## src/verilog/difl_consts.svh

```systemverilog
// register offsets, field positions, reset values and timing counts
`ifndef DIFL_CONSTS_SVH
`define DIFL_CONSTS_SVH

// ----------------------------------------------------------------------
// register offsets (byte addresses on the plain register port)
// ----------------------------------------------------------------------
`define DIFL_OFF_MODE_A 4'h0
`define DIFL_OFF_INPUT_CHANGE 4'h4
`define DIFL_OFF_IRQ 4'h5
`define DIFL_OFF_PRELOAD_HIGH 4'h6
`define DIFL_OFF_PRELOAD_LOW 4'h7
`define DIFL_OFF_MODE_B 4'h8
`define DIFL_OFF_IRQ_CLEAR 4'hA
`define DIFL_OFF_MASK_READ 4'hB

// ----------------------------------------------------------------------
// level_and_watchdog_control fields
// ----------------------------------------------------------------------
`define DIFL_MR0_WATCHDOG 7
`define DIFL_MR0_RX_LEVEL_HI 6
`define DIFL_MR0_TX_LEVEL_HI 5
`define DIFL_MR0_TX_LEVEL_LO 4
`define DIFL_MR0_UNUSED 3
`define DIFL_MR0_BAUD_HI 2
`define DIFL_MR0_BAUD_LO 0
`define DIFL_BAUD_NORMAL 3'h0
`define DIFL_BAUD_EXT_ONE 3'h1
`define DIFL_BAUD_EXT_TWO 3'h4
`define DIFL_CHAN_B_MASK 8'hF0

// ----------------------------------------------------------------------
// irq_status / irq_mask bit positions
// ----------------------------------------------------------------------
`define DIFL_IRQ_TX_A 0
`define DIFL_IRQ_RX_A 1
`define DIFL_IRQ_BREAK_A 2
`define DIFL_IRQ_COUNTER 3
`define DIFL_IRQ_TX_B 4
`define DIFL_IRQ_RX_B 5
`define DIFL_IRQ_BREAK_B 6
`define DIFL_IRQ_INPUT_CHANGE 7

// ----------------------------------------------------------------------
// reset values and counts
// ----------------------------------------------------------------------
`define DIFL_RST_MR0 8'h00
`define DIFL_RST_MASK 8'h00
`define DIFL_RST_PRELOAD 16'h0000
`define DIFL_FIFO_DEPTH 8
`define DIFL_WATCHDOG_BIT_TIMES 64

`endif

```

## src/verilog/difl_pkg.sv

```systemverilog
// types shared by the fifo-level interrupt block
package difl_pkg;

    // mode register select pointer of one channel
    typedef enum logic [1:0] {
        PTR_MR0,
        PTR_MR1,
        PTR_MR2
    } difl_ptr_type;

    // per-channel signals from the serial data path
    typedef struct packed {
        logic [3:0] rx_count;
        logic [3:0] tx_count;
        logic tx_enable;
        logic rx_fifo_access;
        logic rx_bit_tick;
        logic break_change;
        logic rx_level_lsb;
        logic ptr_to_mr0;
        logic ptr_to_mr1;
    } difl_chan_in_type;

    // per-channel results toward the data path
    typedef struct packed {
        logic rx_irq_req;
        logic tx_irq_req;
        logic [2:0] baud_group;
        logic watchdog_on;
    } difl_chan_out_type;

    typedef struct packed {
        logic [6:0] count;
        logic fired;
    } difl_wdog_state_type;

endpackage

```

## src/verilog/difl_fifo_level.sv

```systemverilog
// fill-level threshold decode for one channel
`timescale 1ns/10ps
`include "difl_consts.svh"

module difl_fifo_level #(
    parameter int DEPTH = `DIFL_FIFO_DEPTH
) (
    input wire logic [3:0] rx_count,
    input wire logic [3:0] tx_count,
    input wire logic [1:0] rx_code,
    input wire logic [1:0] tx_code,
    output logic rx_hit,
    output logic tx_hit
);
    localparam logic [3:0] FULL = 4'(DEPTH);
    localparam logic [3:0] HALF = 4'(DEPTH / 2);
    localparam logic [3:0] SIX = 4'h6;
    localparam logic [3:0] THREE = 4'h3;

    logic [3:0] tx_empty;

    always_comb begin
        tx_empty = FULL - tx_count;
        unique case (rx_code)
            2'h0: rx_hit = rx_count >= 4'h1;
            2'h1: rx_hit = rx_count >= THREE;
            2'h2: rx_hit = rx_count >= SIX;
            2'h3: rx_hit = rx_count == FULL;
        endcase
        unique case (tx_code)
            2'h0: tx_hit = tx_empty == FULL;
            2'h1: tx_hit = tx_empty >= HALF;
            2'h2: tx_hit = tx_empty >= SIX;
            2'h3: tx_hit = tx_empty >= 4'h1;
        endcase
    end
endmodule

```

## src/verilog/difl_rx_watchdog.sv

```systemverilog
// receiver watchdog: timeout after idle bit times with data held
`timescale 1ns/10ps
`include "difl_consts.svh"

module difl_rx_watchdog #(
    parameter int BIT_TIMES = `DIFL_WATCHDOG_BIT_TIMES
) (
    input wire logic clk,
    input wire logic reset,
    input wire logic enable,
    input wire logic fifo_not_empty,
    input wire logic fifo_access,
    input wire logic bit_tick,
    output logic timeout
);
    localparam logic [6:0] LIMIT = 7'(BIT_TIMES);

    difl_pkg::difl_wdog_state_type state_reg;
    difl_pkg::difl_wdog_state_type state_next;

    always_comb begin
        state_next = state_reg;
        // any access restarts the idle window; disabled or empty holds off
        if (!enable || !fifo_not_empty || fifo_access) begin
            state_next.count = 7'h00;
            state_next.fired = 1'b0;
        end else if (bit_tick && !state_reg.fired) begin
            state_next.count = state_reg.count + 7'h01;
            if (state_next.count == LIMIT) begin
                state_next.fired = 1'b1;
            end
        end
    end

    always_ff @(posedge clk or posedge reset) begin
        if (reset) begin
            state_reg <= '0;
        end else begin
            state_reg <= state_next;
        end
    end

    assign timeout = state_reg.fired;
endmodule

```

## src/verilog/difl_top.sv

```systemverilog
// interrupt sources, fifo levels and preload registers of the dual uart
//
// Decided for this implementation: the address-and-strobe port.
`timescale 1ns/10ps
`include "difl_consts.svh"

//
// Contract
// - mode register zero reached when pointer is zero
// - watchdog interrupts after 64 idle bit times
// - two-bit receive threshold: 1, 3, 6, 8
// - reset: receive threshold one or more bytes
// - transmit threshold counts empty slots: 8,4,6,1
// - transmit request asserts once transmitter enabled
// - code 00 drops request after one byte
// - low three bits pick baud group 000/001
// - group 100 extended two; channel B low unused
// - char format bit 6 is receive code low
// - preload high at 0x06, low at 0x07
module difl_top #(
    parameter int CHANNELS = 2,
    parameter int DEPTH = `DIFL_FIFO_DEPTH,
    parameter int BIT_TIMES = `DIFL_WATCHDOG_BIT_TIMES
) (
    input wire logic clk,
    input wire logic reset,
    input wire logic [3:0] reg_addr,
    input wire logic [7:0] reg_wdata,
    input wire logic reg_wr,
    input wire logic reg_rd,
    output logic [7:0] reg_rdata,
    input wire difl_pkg::difl_chan_in_type chan_in [CHANNELS],
    input wire logic [3:0] change_input,
    input wire logic counter_ready,
    output difl_pkg::difl_chan_out_type chan_out [CHANNELS],
    output logic [15:0] count_preload,
    output logic irq
);
    // ------------------------------------------------------------------
    // state
    // ------------------------------------------------------------------
    typedef struct packed {
        logic [1:0][7:0] mr0;
        logic [1:0][1:0] ptr;
        logic [3:0] ip_prev;
        logic ip_valid;
        logic [3:0] delta;
        logic [7:0] status;
        logic [7:0] mask;
        logic [7:0] preload_high;
        logic [7:0] preload_low;
        logic [7:0] rdata;
        logic [1:0] rx_req;
        logic [1:0] tx_req;
        logic irq;
    } difl_state_type;

    difl_state_type state_reg;
    difl_state_type state_next;

    logic [CHANNELS-1:0] rx_hit;
    logic [CHANNELS-1:0] tx_hit;
    logic [CHANNELS-1:0] wdog_timeout;
    logic [CHANNELS-1:0] mode_sel;

    // ------------------------------------------------------------------
    // per-channel threshold decode and watchdog
    // ------------------------------------------------------------------
    generate
        for (genvar ch = 0; ch < CHANNELS; ch++) begin : g_chan
            logic [1:0] rx_code;
            logic [1:0] tx_code;
            // high bit from mode register zero, low bit from char format
            assign rx_code = {state_reg.mr0[ch][`DIFL_MR0_RX_LEVEL_HI],
                chan_in[ch].rx_level_lsb};
            assign tx_code = {state_reg.mr0[ch][`DIFL_MR0_TX_LEVEL_HI],
                state_reg.mr0[ch][`DIFL_MR0_TX_LEVEL_LO]};
            assign mode_sel[ch] = reg_addr ==
                ((ch == 0) ? `DIFL_OFF_MODE_A : `DIFL_OFF_MODE_B);

            difl_fifo_level #(
                .DEPTH(DEPTH)
            ) u_level (
                .rx_count(chan_in[ch].rx_count),
                .tx_count(chan_in[ch].tx_count),
                .rx_code(rx_code),
                .tx_code(tx_code),
                .rx_hit(rx_hit[ch]),
                .tx_hit(tx_hit[ch])
            );

            difl_rx_watchdog #(
                .BIT_TIMES(BIT_TIMES)
            ) u_wdog (
                .clk(clk),
                .reset(reset),
                .enable(state_reg.mr0[ch][`DIFL_MR0_WATCHDOG]),
                .fifo_not_empty(chan_in[ch].rx_count != 4'h0),
                .fifo_access(chan_in[ch].rx_fifo_access),
                .bit_tick(chan_in[ch].rx_bit_tick),
                .timeout(wdog_timeout[ch])
            );

            assign chan_out[ch].rx_irq_req = state_reg.rx_req[ch];
            assign chan_out[ch].tx_irq_req = state_reg.tx_req[ch];
            assign chan_out[ch].baud_group =
                state_reg.mr0[ch][`DIFL_MR0_BAUD_HI:`DIFL_MR0_BAUD_LO];
            assign chan_out[ch].watchdog_on =
                state_reg.mr0[ch][`DIFL_MR0_WATCHDOG];
        end
    endgenerate

    // ------------------------------------------------------------------
    // mode register write filter
    // ------------------------------------------------------------------
    function automatic logic [7:0] mr0_write(
        input logic [7:0] old_val,
        input logic [7:0] wdata,
        input logic chan_b
    );
        logic [7:0] val;
        logic [2:0] grp;
        val = wdata;
        grp = wdata[`DIFL_MR0_BAUD_HI:`DIFL_MR0_BAUD_LO];
        // no function behind this bit; keep it zero whatever is sent
        val[`DIFL_MR0_UNUSED] = 1'b0;
        // forbidden group codes leave the old group in place
        if (grp != `DIFL_BAUD_NORMAL && grp != `DIFL_BAUD_EXT_ONE &&
            grp != `DIFL_BAUD_EXT_TWO) begin
            val[`DIFL_MR0_BAUD_HI:`DIFL_MR0_BAUD_LO] =
                old_val[`DIFL_MR0_BAUD_HI:`DIFL_MR0_BAUD_LO];
        end
        if (chan_b) begin
            val = val & `DIFL_CHAN_B_MASK;
        end
        return val;
    endfunction

    // ------------------------------------------------------------------
    // next state
    // ------------------------------------------------------------------
    always_comb begin
        logic [7:0] events;
        logic [7:0] w1c;
        logic [3:0] ip_change;
        logic input_change_status_read;
        logic [1:0] rx_now;
        logic [1:0] tx_now;
        events = 8'h00;
        w1c = 8'h00;
        ip_change = 4'h0;
        input_change_status_read = 1'b0;
        rx_now = 2'h0;
        tx_now = 2'h0;
        state_next = state_reg;
        state_next.rdata = 8'h00;

        // request levels; tx only once the transmitter runs
        for (int ch = 0; ch < CHANNELS; ch++) begin
            rx_now[ch] = rx_hit[ch] || wdog_timeout[ch];
            tx_now[ch] = tx_hit[ch] && chan_in[ch].tx_enable;
        end
        state_next.rx_req = rx_now;
        state_next.tx_req = tx_now;

        // change detect; first sample after reset only seeds history
        state_next.ip_prev = change_input;
        state_next.ip_valid = 1'b1;
        if (state_reg.ip_valid) begin
            ip_change = change_input ^ state_reg.ip_prev;
        end

        events[`DIFL_IRQ_TX_A] = tx_now[0];
        events[`DIFL_IRQ_RX_A] = rx_now[0];
        events[`DIFL_IRQ_BREAK_A] = chan_in[0].break_change;
        events[`DIFL_IRQ_COUNTER] = counter_ready;
        events[`DIFL_IRQ_TX_B] = tx_now[1];
        events[`DIFL_IRQ_RX_B] = rx_now[1];
        events[`DIFL_IRQ_BREAK_B] = chan_in[1].break_change;
        events[`DIFL_IRQ_INPUT_CHANGE] = |ip_change;

        // pointer commands from the command decoder
        for (int ch = 0; ch < CHANNELS; ch++) begin
            if (chan_in[ch].ptr_to_mr0) begin
                state_next.ptr[ch] = 2'(difl_pkg::PTR_MR0);
            end else if (chan_in[ch].ptr_to_mr1) begin
                state_next.ptr[ch] = 2'(difl_pkg::PTR_MR1);
            end
        end

        // register writes
        if (reg_wr) begin
            for (int ch = 0; ch < CHANNELS; ch++) begin
                if (mode_sel[ch]) begin
                    // zero goes to mr1, mr1 to mr2, mr2 stays
                    if (state_reg.ptr[ch] == 2'(difl_pkg::PTR_MR0)) begin
                        state_next.mr0[ch] = mr0_write(state_reg.mr0[ch],
                            reg_wdata, ch != 0);
                        state_next.ptr[ch] = 2'(difl_pkg::PTR_MR1);
                    end else begin
                        state_next.ptr[ch] = 2'(difl_pkg::PTR_MR2);
                    end
                end
            end
            unique case (reg_addr)
                `DIFL_OFF_IRQ: state_next.mask = reg_wdata;
                `DIFL_OFF_PRELOAD_HIGH: begin
                    state_next.preload_high = reg_wdata;
                end
                `DIFL_OFF_PRELOAD_LOW: begin
                    state_next.preload_low = reg_wdata;
                end
                `DIFL_OFF_IRQ_CLEAR: w1c = reg_wdata;
                default: ;
            endcase
        end

        // register reads; data stands one cycle after the strobe
        if (reg_rd) begin
            for (int ch = 0; ch < CHANNELS; ch++) begin
                if (mode_sel[ch]) begin
                    // other pointer values belong to mr1/mr2 outside
                    if (state_reg.ptr[ch] == 2'(difl_pkg::PTR_MR0)) begin
                        state_next.rdata = state_reg.mr0[ch];
                        state_next.ptr[ch] = 2'(difl_pkg::PTR_MR1);
                    end else begin
                        state_next.ptr[ch] = 2'(difl_pkg::PTR_MR2);
                    end
                end
            end
            unique case (reg_addr)
                `DIFL_OFF_INPUT_CHANGE: begin
                    state_next.rdata = {state_reg.delta,
                        change_input};
                    input_change_status_read = 1'b1;
                end
                `DIFL_OFF_IRQ: state_next.rdata = state_reg.status;
                `DIFL_OFF_MASK_READ: state_next.rdata = state_reg.mask;
                default: ;
            endcase
        end

        // change flags: reading clears, a change in that cycle wins
        if (input_change_status_read) begin
            state_next.delta = ip_change;
        end else begin
            state_next.delta = state_reg.delta | ip_change;
        end

        // sticky status: set wins over write-one-to-clear
        state_next.status = (state_reg.status & ~w1c) | events;

        // level output from the next copy so it matches the flops
        state_next.irq = |(state_next.status & state_next.mask);
    end

    // ------------------------------------------------------------------
    // registers
    // ------------------------------------------------------------------
    always_ff @(posedge clk or posedge reset) begin
        if (reset) begin
            // empty fifos and code 00 select the one-byte threshold
            state_reg <= '0;
            state_reg.mr0 <= {2{`DIFL_RST_MR0}};
            state_reg.ptr <= {2{2'(difl_pkg::PTR_MR1)}};
            state_reg.mask <= `DIFL_RST_MASK;
            state_reg.preload_high <= 8'(`DIFL_RST_PRELOAD >> 8);
            state_reg.preload_low <= 8'(`DIFL_RST_PRELOAD);
        end else begin
            state_reg <= state_next;
        end
    end

    assign reg_rdata = state_reg.rdata;
    assign count_preload = {state_reg.preload_high, state_reg.preload_low};
    assign irq = state_reg.irq;
endmodule
```

## config.mk

```make
export PLATFORM = sky130hd
export DESIGN_NAME = difl_top
export DESIGN_NICKNAME = d
export VERILOG_FILES = /design/src/verilog/difl_pkg.sv /design/src/verilog/difl_fifo_level.sv /design/src/verilog/difl_rx_watchdog.sv /design/src/verilog/difl_top.sv
export VERILOG_INCLUDE_DIRS = /design/src /design/src/verilog
export SDC_FILE = /design/constraint.sdc
export NUM_CORES = 1
export LEC_CHECK = 0
export BUFFER_PORTS_ARGS = -buffer_cell sky130_fd_sc_hd__buf_2
export CAP_MARGIN = 40
export CORE_MARGIN = 2
export CORE_UTILIZATION = 31
export DETAILED_ROUTE_END_ITERATION = 10
export MAX_ROUTING_LAYER = met4
export SLEW_MARGIN = 20
export SYNTH_ARGS = -nofsm -noshare
export SYNTH_HDL_FRONTEND = slang
export SYNTH_SLANG_ARGS = --single-unit
```

## constraint.sdc

```tcl
create_clock -name clk -period 3.4 [get_ports clk]
set_input_delay 0.17 -clock clk [delete_from_list [all_inputs] [get_ports clk]]
set_output_delay 0.17 -clock clk [all_outputs]
set_load 0.01 [all_outputs]
```

======== Yosys cells after proc, flatten, opt, wreduce, memory -nomap -nowiden ========
Cells that the tools add are included.
operators by class
  add/subtract/negate cells ............... 4
  $mul .................................... 0
  divide/modulo/power cells ............... 0
  $lt $le $gt $ge ......................... 12
  equality and inequality tests ........... 27
  shift-type cells ........................ 0
  mux-type cells .......................... 38
  bitwise gates (word level) .............. 7
  reductions and logical operators ........ 41
operators by type and width
  cell                 number
  $mux 8               14
  $eq 4x4->1 const B   7
  $ge 4x3->1 const B   6
  $mux 24              1
  $pmux 8 s3           1
  $mux 2               10
  $and 8x8->8          2
  $eq 2x2->1 const B   8
  $eq 4x3->1 const B   4
  $ge 4x1->1 const B   4
  $mux 4               4
  $pmux 1 s4           4
  $add 7x1->7 const B  2
  $eq 7x7->1 const B   2
  $logic_not 2->1      6
  $eq 2x1->1 const B   4
  $ge 4x2->1 const B   2
  $not 8->8            1
  $or 8x8->8           1
  $reduce_and 2->1     4
  $reduce_bool 2->1    4
  $reduce_bool 4->1    2
  $reduce_or 8->1      1
  $sub 4x4->4 const A  2
  14 further kinds     33
word-level totals
  flip-flop bits (word level) ............. 85
  bits in latches ......................... 0
  memory bits (writable) .................. 0
  bits in read-only memories .............. 0
  logic and storage cells ................. 149
  memories kept ........................... 0

======== Logic depth before layout (Yosys ltp) ========
Gate-level depths: netlist of run 1.
  word-level depth ........................ 8
  gate-level depth with buffers ........... 8
  depth with buffers taken out ............ 8

======== Cells and area by module ========
Synthesis of run 1 repeated with hierarchy kept, for this count alone.
unflattened totals
  cells, all modules ...................... 381
  area, all modules ....................... 4307.9 µm²
by module, submodules not included
  module            times used  cells an instance  area an instance (µm²)  sequential area each (µm²)
  difl_top          1           259                3194.3                  1729.2
  difl_rx_watchdog  2           42                 412.9                   200.2
  difl_fifo_level   2           19                 143.9                   0.0

======== Least setup slack after synthesis of run 1 ========
No wires, ideal clock.
  path kind ............................... input-to-reg
  start ................................... in reg_addr[0]
  end ..................................... reg state_reg (netlist bit irq)
  setup time .............................. 0.129 ns
  arrival time ............................ 1.823 ns
  required time ........................... 3.271 ns
  slack ................................... 1.448 ns
  stages on the path ...................... 7
  buffers on the path ..................... 2
  path through ............................ clkbuf_1 -> and4b_1 -> buf_6 -> mux2_4 -> a22o_1 -> a221o_1 -> a2111o_1
RTL lines
  what                  line             source
  from (decl)           difl_top.sv:27   input wire logic [3:0] reg_addr,
  to (signal assigned)  difl_top.sv:270  state_reg <= state_next;
  to (decl)             difl_top.sv:58   difl_state_type state_reg;

==> results of run 1 <==
layout make-up:
class / instances / area (um^2)
Timing Repair Buffer: 94 / 523
Sequential cell: 85 / 2130
Inverter: 12 / 46.3
Tap cell: 176 / 220
Antenna cell: 1 / 2.50
Clock inverter: 4 / 47.5
Clock buffer: 12 / 246
Multi-Input combinational cell: 258 / 1800
Fill cell: 1356 / 8330
worst max-delay path, delay by kind of cell:
kind | cells | cell delay, ns
xor gates and xnor gates | 1 | 0.18
buffers and inverters | 2 | 0.69
and+or+nand+nor | 1 | 0.14
AOI/OAI and AO/OA | 4 | 1.26
power groups by stage:
| stage | clock network, mW | registers [mW] | logic [mW] |
|---|---|---|---|
| 3_5_place_dp | 0 | 1.24 | 0.428 |
| 5_1_grt | 1.06 | 1.24 | 0.474 |
| 2_1_floorplan | 0 | 1.21 | 0.352 |
| 6_report | 0.982 | 1.23 | 0.427 |
| 4_1_cts | 1.01 | 1.23 | 0.436 |
| 3_3_place_gp | 0 | 1.24 | 0.413 |
cells in the final DEF (no fill, tap or decap), drive strengths merged, types with 9 or more instances in the layout:
cell / n
xor2: 13
ha: 10
xnor2: 10
inv: 11
buf: 87
mux2: 30
nor2: 39
dfrtp: 83
nor3: 13
nand3: 9
clkbuf: 12
nand2: 32
cell families after synthesis:
| logic type | share of synthesized area [%] |
|---|---|
| buf+inv | 8.19 |
| xor+xnor | 4.71 |
| mux | 8.46 |
| other cells | 0.176 |
| compound gates | 11.5 |
| flops | 49.8 |
| simple gates | 14.2 |
| fa+ha+maj | 2.93 |
worst paths after layout:
| check | startpoint | end | cells past startpoint |
|---|---|---|---|
| setup / recovery | change_input[2] | irq | 8 |
| hold / removal | chan_in[18] | state_reg[39] | 2 |
| setup reg to reg | g_chan[1].rx_code[1] | irq | 6 |
| hold reg to reg | count_preload[1] | count_preload[1] | 1 |
| max in group asynchronous | reset | state_reg[56] | 4 |
| min in group asynchronous | reset | count_preload[14] | 3 |
metal layers:
layer  vias to the layer above  GRT usage, %  share of wire (%)
met5                         -             -                  0
met4                         0          6.32                2.2
met3                        15          2.96                3.8
met2                        74          23.1                 47
met1                      1560          19.2                 47
li1                       1494             -                  -
==> reports/metrics.csv, run 1 <==
stage,metric,value,unit
clock_network,cts_buffers,9,
timing,setup_violations,0,
layout,final_area,0.00502,mm^2
die,rows,42,
die,die_width,121,um
die,core_area,0.0133,mm^2
timing,worst_slew_pin_slew,0.666,ns
placement,post-place-ws,1.17,ns
placement,place_congestion,0.823,
route,dr.pass1.iters,5,
layout,largest_register_ffs,29,
timing,clock-skew-final,0.00790,ns
timing,tns,0,ns
placement,place_area,0.00465,mm^2
clock_network,cts_max_level,3,
global_routing,overflow,0,
synthesis,yosysWarnings,0,
min_path,min-delay-path-class,input pin to flop,
die,die_y,121,um
die,io_pins,88,
route,drtIter0Drc,220,
global_routing,grt_pass1_vias,3140,
clock_network,tritoncts,built,
critical_path,crit_required,3.62,ns
synthesis,syn-cell-area,0.00428,mm^2
timing,relSlewSlack,55.5,%
timing,drv_slew,0,
job,cap_violations,0,
power_and_ir_drop,seq_power_share,46.5,%
timing,hold_violations,0,
synthesis,synth_top_cell_area_share,48.6,%
power_and_ir_drop,p_switching,0.711,mW
power_and_ir_drop,p_sw_share,27.0,%
power_and_ir_drop,p_int,1.92,mW
placement,numPortBuffers,84,
route,wl_per_cell,15.9,um
synthesis,synthCells,396,
global_routing,grtUsageTotal,15.0,%
global_routing,grt_pass1_wl,16300,um
power_and_ir_drop,power.density,525,mW/mm^2
critical_path,crit_type,input pin to flop,
global_routing,grt_max_degree,69,
layout,final_cells,642,
synthesis,async_flop_share,100,%
placement,dp_hpwl,7670,um
timing,fmax,453,MHz
clock_network,cts-resized-gates,0,
synthesis,synth_most_common_cell,dfrtp_1,
synthesis,synth_common_cells,"83 x dfrtp_1, 38 x nor2_1, 36 x buf_4",
timing,whs,0.0682,ns
layout,drive_gt1_share,29.7,%
critical_path,arrival,2.43,ns
power_and_ir_drop,clkPwrFrac,37.3,%
critical_path,crit_chain,"dlygate4sd3_1, buf_2, xor2_1, o41ai_1, nand2_1, a22o_1, a221o_1, a2111o_1",
clock_network,cts_buffer_depth,2,
route,route.detailed.drc,0,
critical_path,end_kind,flop,
timing,rsz0062_at_grt,no,
status,status,finished clean,
route,routed_via_density,4.90,
placement,place_inst,617,
synthesis,synth_edf_count,0,
power_and_ir_drop,fin_total_pwr,2.64,mW
die,dieArea,0.0148,mm^2
critical_path,reg2reg_slack,1.19,ns
clock_network,postCtsSetupBuffers,0,
critical_path,crit_fanout,3,
power_and_ir_drop,combPwrFrac,16.2,%
power_and_ir_drop,max-vdd-ir-drop,0.238,mV
power_and_ir_drop,power_leakage,2.26,nW
critical_path,cpMaxStageDelayCell,dlygate4sd3_1,
layout,post-route-util,37.6,%
route,wirelength,10200,um
synthesis,yosys.area.top_type,dfrtp_1,
clock_network,clk_pin_slew,0.06,ns
critical_path,critPathMaxStageDelay,0.54,ns
global_routing,antenna_found_initial,1,
critical_path,critPathLaunchType,input pin,
clock_network,clk_latency,0.34,ns
route,antenna_left,0,
clock_network,hold_buffers,7,
timing,fin_crit_sh,65.0,%
layout,nNetsFinal,521,
synthesis,yosys_register_bits,85,
synthesis,ys_top_cells_by_area,"dfrtp_1 49%, mux2_2 7.1%, buf_4 6.3%, nor2_1 3.3%, ha_1 2.9%",
clock_network,cts-root-buf,clkbuf_16,
layout,syn_to_final_growth,17.4,%
synthesis,syn_avg_cell_area,10.8,um^2
timing,fin_crit,2.21,ns
synthesis,synth_cell_types,55,
clock_network,cts_sinks,85,
synthesis,synth_ff_type,dfrtp_1,
synthesis,ys_seq_area_share,49.8,%
die,initial_core_util,32.0,%
route,vias,3143,
timing,worst_slack,1.19,ns
Note: power is estimated with default switching activity, not from simulation.
==> inputs of run 2 (changes only) <==
clock period = 2.2 ns   (was 3.4 ns; I/O delays follow)
==> reports/metrics.csv, run 2 (synthesis results as in run 1) <==
stage,metric,value,unit,change
global_routing,grtUsageTotal,14.8,%,-0.15 points
die,initial_core_util,32.0,%,unchanged
timing,worst_slew_pin_slew,0.615,ns,-0.0515 ns
die,rows,42,,unchanged
min_path,hold_depth,2,,unchanged
timing,relSlewSlack,58.9,%,+3.4 points
layout,diodes,0,,-1
timing,hold_violations,0,,unchanged
critical_path,critPathLaunchType,input pin,,
clock_network,tritoncts,built,,
critical_path,worstRegToRegCells,6,,unchanged
timing,worst_slack,0.0987,ns,-1.09 ns
layout,final_area,0.00506,mm^2,+0.87%
power_and_ir_drop,max-vdd-ir-drop,0.464,mV,+95%
power_and_ir_drop,power_leakage,2.28,nW,+0.99%
timing,rsz0062_at_grt,no,,
layout,layout_commonest_cell,buf_2,,
route,dr.pass1.iters,5,,unchanged
job,cap_violations,0,,unchanged
die,io_pins,88,,unchanged
timing,tns,0,ns,unchanged
route,antenna_left,0,,unchanged
clock_network,cts-root-buf,clkbuf_16,,
layout,post-route-util,37.9,%,+0.33 points
die,die_width,121,um,unchanged
critical_path,crit_fanout,3,,unchanged
layout,final_cell_mix,"84 x buf_2, 83 x dfrtp_1, 38 x nor2_1, 31 x nand2_1, 27 x mux2_2",,
clock_network,postCtsSetupBuffers,0,,unchanged
placement,dp_hpwl,7780,um,+1.4%
critical_path,end_kind,flop,,
timing,fmax,476,MHz,
timing,setup_violations,0,,unchanged
critical_path,reg2reg_slack,0.15,ns,-1.04 ns
timing,fin_crit,2.10,ns,
layout,nNetsFinal,528,,+1.3%
die,core_area,0.0133,mm^2,unchanged
critical_path,r2r-end,irq,,
min_path,holdPathEnd,state_reg[39],,
clock_network,cts_sinks,85,,unchanged
power_and_ir_drop,fin_total_pwr,3.97,mW,+51%
clock_network,cts_buffers,9,,unchanged
global_routing,grt_pass1_wl,16200,um,-0.51%
clock_network,cts_max_level,3,,unchanged
route,wirelength,10200,um,about the same
placement,post-place-ws,0.0362,ns,-1.14 ns
clock_network,cts_buffer_depth,2,,unchanged
clock_network,clk_pin_slew,0.06,ns,about the same
timing,drv_slew,0,,unchanged
layout,drive_gt1_share,31.1,%,+1.5 points
timing,clock-skew-final,0.00670,ns,-0.00121 ns
route,route.met3.wl,544,um,+41%
route,vias,3126,,-0.54%
route,dr_wl_met2,5020,um,+4.7%
global_routing,grt_pass1_vias,3196,,+1.8%
die,dieArea,0.0148,mm^2,unchanged
min_path,hold_start,chan_in[18],,
global_routing,grt_max_degree,44,,-36%
clock_network,clk_latency,0.34,ns,about the same
route,drtIter0Drc,166,,-25%
global_routing,overflow,0,,unchanged
route,routed_via_density,4.82,,-1.5%
route,top_layer_used,met4,,
die,die_y,121,um,unchanged
critical_path,r2r_start,g_chan[1].rx_code[1],,
layout,syn_to_final_growth,18.4,%,
layout,largest_register_ffs,29,,unchanged
placement,numPortBuffers,84,,unchanged
placement,place_area,0.00471,mm^2,+1.3%
critical_path,crit_required,2.42,ns,-1.20 ns
placement,place_congestion,0.817,,-0.78%
critical_path,crit_type,input pin to flop,,
min_path,min-delay-path-class,input pin to flop,,
timing,fin_crit_sh,95.5,%,
global_routing,antenna_found_initial,0,,-1
critical_path,arrival,2.32,ns,-0.11 ns
route,m1WireLength,4560,um,-5.1%
power_and_ir_drop,power.density,784,mW/mm^2,+49%
status,status,finished clean,,
route,route.detailed.drc,0,,unchanged
route,wl_per_cell,15.8,um,-0.91%
run 2: final cells by class:
class	count	area [um^2]
clock inverters	6	46.3
fillers	1306	8280
flip-flops and latches	85	2130
well taps	176	220
multi-input cells	258	1810
repair buffers	101	578
clock buffers	10	229
inverters	12	48.8
run 2: through the flow:
stage                     hold WS (ns)  instances
after floorplan                  0.141        398
after global placement           0.178        625
after detailed placement         0.188        625
after CTS                       0.0143        648
after global routing            0.0325        648
final                           0.0259        648
run 2: layer usage:
metal,global-route usage (%),vias up
met5,-,-
met4,3.74,0
met3,3.57,8
met2,24.3,90
met1,18.5,1515
li1,-,1513
run 2: report_power, final:
| group | switching, mW | internal, mW |
|---|---|---|
| Combinational | 0.348 | 0.325 |
| Sequential | 0.137 | 1.75 |
| Clock | 0.637 | 0.773 |
| Total | 1.12 | 2.85 |
run 2: worst max-delay path by stage:
stage	from	endpoint	slack (ns)	cells after the start
3_3_place_gp	chan_in[12]	irq	0.09	7
4_1_cts	change_input[1]	irq	0.07	8
2_1_floorplan	reg_addr[0]	irq	0.31	7
6_report	change_input[2]	irq	0.1	8
5_1_grt	g_chan[1].rx_code[1]	irq	0.01	6
3_5_place_dp	chan_in[12]	irq	0.04	7
run 2: critical path, cell delays in order:
cell	delay, ns
dlygate4sd3_1	0.55
buf_2	0.15
xor2_1	0.18
o41ai_2	0.33
nand2_1	0.12
a22o_1	0.22
a221o_1	0.27
a2111o_1	0.38
run 2: what timing repair did:
item	CTS	global route
resized for setup	0	1
endpoints found under the hold margin	27	0
hold buffers	7	0
endpoints found under the setup margin	0	1
